===== src/rtl/awe_defs.svh =====
// offsets, fields, reset values and timing counts of the wake event bank
// Behaviour
// - 8-bit RW key data port reaches the table entry chosen by the key index.
// - key data port lives in standby well, cleared by standby resume reset.
// - event status is read-only, battery reset only, bits 7-5 read zero.
// - status bit 4 latches a standby supply off/on transition, read clears it.
// - status bit 3 flags a thermal shutdown event, read clears it.
// - status bit 2 flags a panel switch input event, read clears it.
// - status bit 1 latches a mouse wake-up event, read clears it.
// - status bit 0 latches a keyboard wake-up event, read clears it.
// - power control is RW, battery reset to zero, bits 7, 1, 0 reserved.
// - bits 6-5 pick power-loss recovery: off, on, previous, user last state.
// - bit 4 enables standby gate output, reset by battery reset and main supply reset.
// - bit 3 selects keyboard wake: 0 programmed keys only, 1 any key.
// - bit 2 enables wake hunting, self-clears when a keyboard or mouse wake is captured.
// - hunting enable is cleared by host bus reset.
// - hunting in S1 with keyboard or mouse wake drives the supply switch.
// - key sets at 00-0E, 30-3E, 40-4E; incoming keys readable at 10-1E.
// - user recovery uses last-state flag: 0 turns on, 1 stays off.
`ifndef AWE_DEFS_SVH
`define AWE_DEFS_SVH
`define AWE_OFS_KEY_INDEX 8'hE1
`define AWE_OFS_KEY_DATA 8'hE2
`define AWE_OFS_STATUS 8'hE3
`define AWE_OFS_PWR_CTRL 8'hE4
`define AWE_OFS_IRQ_MASK 8'hF0
`define AWE_RST_BYTE 8'h00
`define AWE_STS_USED 8'h1F
`define AWE_PWR_USED 8'h7C
`define AWE_BIT_KEYS 0
`define AWE_BIT_POINTER 1
`define AWE_BIT_PANEL 2
`define AWE_BIT_THERMAL 3
`define AWE_BIT_STANDBY 4
`define AWE_BIT_HUNT 2
`define AWE_BIT_ANY_KEY 3
`define AWE_BIT_GATE 4
`define AWE_POS_RECOVERY 5
`define AWE_SET0_LO 8'h00
`define AWE_SET0_HI 8'h0E
`define AWE_RX_LO 8'h10
`define AWE_RX_HI 8'h1E
`define AWE_SET1_LO 8'h30
`define AWE_SET1_HI 8'h3E
`define AWE_SET2_LO 8'h40
`define AWE_SET2_HI 8'h4E
`define AWE_TABLE_DEPTH 80
`define AWE_CLK_NS 10
`define AWE_SWITCH_PULSE_NS 1000
`define AWE_SWITCH_PULSE_CYC (`AWE_SWITCH_PULSE_NS / `AWE_CLK_NS)
`endif


===== src/rtl/awe_pkg.sv =====
// types of the wake event bank
package awe_pkg;
  typedef enum logic [1:0] {
    AWE_REC_OFF = 2'b00,
    AWE_REC_ON = 2'b01,
    AWE_REC_PREVIOUS = 2'b10,
    AWE_REC_USER = 2'b11
  } awe_recovery_t;
endpackage : awe_pkg


===== src/rtl/awe_regs.sv =====
// wake key table port, wake event status and power recovery control
//
// Our own choice: the plain strobed port.
`timescale 1ns/1ps
`include "awe_defs.svh"
module awe_regs #(
  parameter int PULSE_CYC = `AWE_SWITCH_PULSE_CYC
) (
  input wire logic mclk,
  input wire logic arst_n,
  input wire logic standby_resume_reset_n,
  input wire logic host_bus_reset_n,
  input wire logic main_supply_reset_n,
  input wire logic [7:0] addr,
  input wire logic [7:0] wdata,
  input wire logic wr,
  input wire logic rd,
  output logic [7:0] rdata,
  input wire logic key_rx_valid,
  input wire logic [7:0] key_rx_data,
  input wire logic key_seq_match,
  input wire logic pointer_wake_evt,
  input wire logic keys_wake_en,
  input wire logic pointer_wake_en,
  input wire logic thermal_shutdown_evt,
  input wire logic panel_switch_input,
  input wire logic standby_supply_ok,
  input wire logic sleep_s1,
  input wire logic prior_state_on,
  input wire logic last_state_off,
  output logic standby_gate_output_n,
  output logic supply_switch_output_n,
  output logic recovery_power_on,
  output logic any_key_mode,
  output logic irq
);
  logic [7:0] key_table [0:`AWE_TABLE_DEPTH-1];
  logic [7:0] index_q;
  logic [3:0] rx_ptr_q;
  logic [4:0] status_q;
  logic [4:0] status_d;
  logic [4:0] mask_q;
  logic [1:0] recovery_q;
  logic any_key_q;
  logic gate_en_q;
  logic hunt_q;
  logic panel_q;
  logic standby_q;
  logic [7:0] rdata_q;
  logic [$clog2(PULSE_CYC+1)-1:0] pulse_q;

  // software may write only the three programmed key sets
  function automatic logic key_writable(input logic [7:0] idx);
    key_writable = (idx >= `AWE_SET0_LO && idx <= `AWE_SET0_HI) ||
                   (idx >= `AWE_SET1_LO && idx <= `AWE_SET1_HI) ||
                   (idx >= `AWE_SET2_LO && idx <= `AWE_SET2_HI);
  endfunction : key_writable

  function automatic logic key_readable(input logic [7:0] idx);
    key_readable = key_writable(idx) ||
                   (idx >= `AWE_RX_LO && idx <= `AWE_RX_HI);
  endfunction : key_readable

  wire sel_index = addr == `AWE_OFS_KEY_INDEX;
  wire sel_data = addr == `AWE_OFS_KEY_DATA;
  wire sel_status = addr == `AWE_OFS_STATUS;
  wire sel_pwr = addr == `AWE_OFS_PWR_CTRL;
  wire sel_mask = addr == `AWE_OFS_IRQ_MASK;
  wire table_wr = wr && sel_data && key_writable(index_q);
  wire [7:0] table_rd = key_readable(index_q) ?
                        key_table[index_q[6:0]] : `AWE_RST_BYTE;
  wire [7:0] rx_slot = `AWE_RX_LO + {4'h0, rx_ptr_q};

  // keyboard wake follows the selected criterion
  wire kb_wake = (any_key_q ? key_rx_valid : key_seq_match)
                 && keys_wake_en;
  wire ms_wake = pointer_wake_evt && pointer_wake_en;
  wire panel_evt = panel_switch_input && !panel_q;
  wire standby_evt = standby_supply_ok != standby_q;
  wire [4:0] events = {standby_evt, thermal_shutdown_evt, panel_evt,
                       ms_wake, kb_wake};
  wire status_clr = rd && sel_status;
  wire start_pulse = hunt_q && sleep_s1 && (kb_wake || ms_wake);

  // set wins over the clearing read so no event is dropped
  assign status_d = (status_clr ? 5'h00 : status_q) | events;

  wire [7:0] pwr_view = {1'b0, recovery_q, gate_en_q, any_key_q, hunt_q,
                         2'b00};
  wire [7:0] rd_mux = sel_index ? index_q :
                      sel_data ? table_rd :
                      sel_status ? {3'b000, status_q} :
                      sel_pwr ? pwr_view :
                      sel_mask ? {3'b000, mask_q} : `AWE_RST_BYTE;

  // the table sits in the standby well; a resume reset wipes it
  always_ff @(posedge mclk) begin
    if (!standby_resume_reset_n) begin
      for (int i = 0; i < `AWE_TABLE_DEPTH; i++) begin
        key_table[i] <= `AWE_RST_BYTE;
      end
    end else begin
      if (table_wr) begin
        key_table[index_q[6:0]] <= wdata;
      end
      if (key_rx_valid) begin
        key_table[rx_slot[6:0]] <= key_rx_data;
      end
    end
  end

  always_ff @(posedge mclk) begin
    if (!standby_resume_reset_n) begin
      index_q <= `AWE_RST_BYTE;
      rx_ptr_q <= 4'h0;
    end else begin
      if (wr && sel_index) begin
        index_q <= wdata;
      end
      if (key_rx_valid) begin
        rx_ptr_q <= (rx_ptr_q == 4'hE) ? 4'h0 : rx_ptr_q + 4'h1;
      end
    end
  end

  // battery-backed flags; only the battery reset clears them
  always_ff @(posedge mclk or negedge arst_n) begin
    if (!arst_n) begin
      status_q <= 5'h00;
      mask_q <= 5'h00;
      recovery_q <= 2'b00;
      any_key_q <= 1'b0;
      panel_q <= 1'b0;
      standby_q <= 1'b1;
    end else begin
      status_q <= status_d;
      panel_q <= panel_switch_input;
      standby_q <= standby_supply_ok;
      if (wr && sel_mask) begin
        mask_q <= wdata[4:0];
      end
      if (wr && sel_pwr) begin
        recovery_q <= wdata[`AWE_POS_RECOVERY +: 2];
        any_key_q <= wdata[`AWE_BIT_ANY_KEY];
      end
    end
  end

  always_ff @(posedge mclk or negedge arst_n) begin
    if (!arst_n) begin
      gate_en_q <= 1'b0;
    end else if (!main_supply_reset_n) begin
      gate_en_q <= 1'b0;
    end else if (wr && sel_pwr) begin
      gate_en_q <= wdata[`AWE_BIT_GATE];
    end
  end

  // a captured wake ends hunting even against a same-cycle write
  always_ff @(posedge mclk or negedge arst_n) begin
    if (!arst_n) begin
      hunt_q <= 1'b0;
    end else if (!host_bus_reset_n) begin
      hunt_q <= 1'b0;
    end else if (hunt_q && (kb_wake || ms_wake)) begin
      hunt_q <= 1'b0;
    end else if (wr && sel_pwr) begin
      hunt_q <= wdata[`AWE_BIT_HUNT];
    end
  end

  always_ff @(posedge mclk or negedge arst_n) begin
    if (!arst_n) begin
      pulse_q <= '0;
    end else if (start_pulse) begin
      pulse_q <= ($clog2(PULSE_CYC+1))'(PULSE_CYC);
    end else if (pulse_q != '0) begin
      pulse_q <= pulse_q - 1'b1;
    end
  end

  always_ff @(posedge mclk or negedge arst_n) begin
    if (!arst_n) begin
      rdata_q <= `AWE_RST_BYTE;
    end else begin
      rdata_q <= rd ? rd_mux : `AWE_RST_BYTE;
    end
  end

  always_comb begin
    case (awe_pkg::awe_recovery_t'(recovery_q))
      awe_pkg::AWE_REC_OFF: recovery_power_on = 1'b0;
      awe_pkg::AWE_REC_ON: recovery_power_on = 1'b1;
      awe_pkg::AWE_REC_PREVIOUS: recovery_power_on = prior_state_on;
      awe_pkg::AWE_REC_USER: recovery_power_on = !last_state_off;
      default: recovery_power_on = 1'b0;
    endcase
  end

  assign rdata = rdata_q;
  assign standby_gate_output_n = !gate_en_q;
  assign supply_switch_output_n = !(pulse_q != '0);
  assign any_key_mode = any_key_q;
  assign irq = |(status_q & mask_q);
endmodule : awe_regs


===== config.mk =====
export PLATFORM = sky130hd
export DESIGN_NAME = awe_regs
export DESIGN_NICKNAME = d
export VERILOG_FILES = /design/src/rtl/awe_pkg.sv /design/src/rtl/awe_regs.sv
export VERILOG_INCLUDE_DIRS = /design/src /design/src/rtl
export SDC_FILE = /design/constraint.sdc
export NUM_CORES = 1
export LEC_CHECK = 0
export BUFFER_PORTS_ARGS = -buffer_cell sky130_fd_sc_hd__buf_2
export CAP_MARGIN = 5
export CORE_MARGIN = 10
export CORE_UTILIZATION = 50
export DETAILED_ROUTE_END_ITERATION = 8
export PLACE_DENSITY = 0.69
export RECOVER_POWER = 100
export SYNTH_ARGS = -nofsm -noshare
export SYNTH_HDL_FRONTEND = slang
export SYNTH_SLANG_ARGS = --single-unit
export TNS_END_PERCENT = 20

===== constraint.sdc =====
create_clock -name mclk -period 3.4 [get_ports mclk]
set_clock_uncertainty 0.15 [all_clocks]
set_input_delay 0.68 -clock mclk [delete_from_list [all_inputs] [get_ports mclk]]
set_output_delay 0.68 -clock mclk [all_outputs]
set_load 0.02 [all_outputs]

==> metrics.cfg <==
[run_status]
status=finished, violations left
violations=max-capacitance violations, max-slew violations

[timing]
rsz0062_at_grt=false
drv_slew=339
period_minus_slack_ps=3252
timing_hold_violations_final=0
worst_slew_pin_slew_ps=2499
setup_viol=0
setup_tns_ps=0
max_slew_margin_pct=-66.58
fmax_mhz=307.5
period_share_pct=95.66

[clocking]
cts_resized=0
htree_levels=3
numCtsBuffers=107
clock-sinks=1075
cts_buffer_depth=3
cts_root_buffer=clkbuf_16
insertion_delay_ps=690
cts_tree=built
path_clk_slew_ps=60
cts_setup_buffers=0

[logic_synthesis]
synth_edf_count=1024
ys.flop_type=edfxtp_1
yosysWarnings=0
yosys.area.top_type=edfxtp_1
yosysSeqAreaShare_pct=70.11
synth_seq_cells=1075
syn_area_um2=45540
synth_cells=2590
yosysMostFrequentCell=edfxtp_1
ys_top_cells_by_area=edfxtp_1, mux4_2, and2_1
yosysTopAreaCellShare_pct=67.51
yosysUniqueCellTypes=62
ys_top_cells_by_count=edfxtp_1, and2_1, mux4_2
postSynthAreaPerCell_um2=17.58
async_reset_ff_share_pct=2.977

[power]
ir_drop_mv=0.4369
p_total_mw=28.99
p_per_area_nw_per_um2=543.6
power_leakage_nw=18.81

[critical_path]
cp-start-kind=register
criticalPathCategory=register to register
critPathRequiredTime_ps=3560
crit_path_end_kind=register
r2r_setup_slack_ps=150
arrival_ps=3410
worst-path-max-fanout=10

[layout]
area_delta_synth_final_pct=17.08
fin_area_um2=53330
instances_no_fill=4583
drive_gt1_share_pct=17.05
num_antenna_cells=0
nets=3362

[flow_run]
maxCapViolations=8

[drt]
num_vias=25021
first_iter_violations=2597
routed_wl_mm=103.7
vias_per_cell=5.460
wl_per_cell_um=22.63
antenna_left=0
drc=0
drt_first_pass_iters=7

[placed_design]
place.gp.congestion=0.8708
io_buffers=54
dpl.cell_count=4380
dpl.hpwl_mm=69.91
dpl-instance-area_um2=50210

[floorplan]
die_area_um2=103600
start_util_pct=50.52
die_y_um=321.8
pin_count=55
die_w_um=321.8
core_area_um2=90150
placementRows=110

[global_route]
track_usage_pct=20.24
grt_pass1_vias=25695
grt_pass1_wl_mm=158.0
grt_start_max_net_pins=96
antenna_found_initial=2
grt-ovfl-total=0

[worst_hold_path]
worstHoldPathType=input port to register

[report_power, final]
| group | switching, mW | internal [mW] |
|---|---|---|
| registers | 0.245 | 15.3 |
| logic | 0.779 | 0.421 |
| clock network | 4.93 | 7.28 |
[worst max-delay path: stages, from the launching register on]
cell	delay, ps
dfxtp_1	560
mux2i_1	280
nand3_1	170
nor4_1	250
clkbuf_1	290
nand2_1	150
clkbuf_1	350
o21ai_0	250
clkbuf_1	420
[routing by layer]
metal / track usage (%) / routed length [µm] / part of all wire [%] / vias up
li1: - / - / - / 11023
met1: 27.73 / 42020 / 41 / 12914
met2: 33.26 / 51180 / 49 / 927
met3: 3.742 / 8324 / 8.0 / 153
met4: 5.249 / 2182 / 2.1 / 4
met5: 0 / 27 / 0.026 / -
[worst paths after layout]
kind,start,endpoint,cells past startpoint
setup / recovery,index_q[4],key_table[75][4],8
hold / removal,thermal_shutdown_evt,status_q[3],2
setup reg to reg,index_q[4],key_table[75][4],8
hold reg to reg,panel_q,status_q[2],1
max in group asynchronous,arst_n,rdata[6],2
min in group asynchronous,arst_n,pulse_q[1],2
[stage by stage]
| step | util (%) | setup WS, ps | hold WS (ps) |
|---|---|---|---|
| floorplan | - | 310.5 | 234.4 |
| global placement | 55.70 | 265.2 | 268.5 |
| detailed placement | 55.70 | 192.7 | 274.7 |
| CTS | 59.79 | 172.3 | 8.186 |
| global route | 59.15 | 35.94 | 54.29 |
| finish | 59.15 | 147.6 | 42.68 |
[cells in the final DEF (no fill, tap or decap), types with 37 or more instances in the layout]
master     netlist  final
nand2_1         57     57
o21ai_0         58     58
clkbuf_1       100    146
inv_1           38     37
clkbuf_16        0    112
nor2_1          76     76
buf_4           22     55
mux4_2         266    266
conb_1           1    536
edfxtp_1      1024   1024
and2_0           2    300
and2_1         490    192
mux2i_1         80     80
[layout make-up]
cell class                      count  area [µm²]
Fill cell                        6720       36820
Sequential cell                  1075       31940
Multi-Input combinational cell   1846       14690
Clock buffer                      147        2984
Tap cell                         1176        1471
Timing Repair Buffer              248        1425
Clock inverter                     53       673.1
Inverter                           38       142.6
[kinds of logic (layout without fill, tap and decap cells)]
logic type               Yosys count  count (layout)  share of synthesized area, %
flip-flops                      1075            1075                         70.11
AND/OR/NAND/NOR                  730             730                         9.217
adder cells (fa/ha/maj)            4               4                        0.1099
XOR/XNOR                           7               7                        0.1346
other                              1             536                      0.008234
multiplexers                     365             365                         15.38
buffers and inverters            204             486                         2.049
AO/OA/AOI/OAI                    204             204                         2.989
[flip-flops by register name, indices dropped and copies added, names as in the netlist, named ones only]
name          cells
any_key_mode      1
pulse_q           7
standby_q         1
key_table      1024
rdata             8
index_q           8
status_q          5
recovery_q        2
mask_q            5
hunt_q            1
rx_ptr_q          4
gate_en_q         1
panel_q           1
[repair_timing]
action	in CTS	in global routing
endpoints found under the setup margin	0	0
endpoints found under the hold margin	3	0
hold buffers	3	0
(Power assumes the default switching activity.)
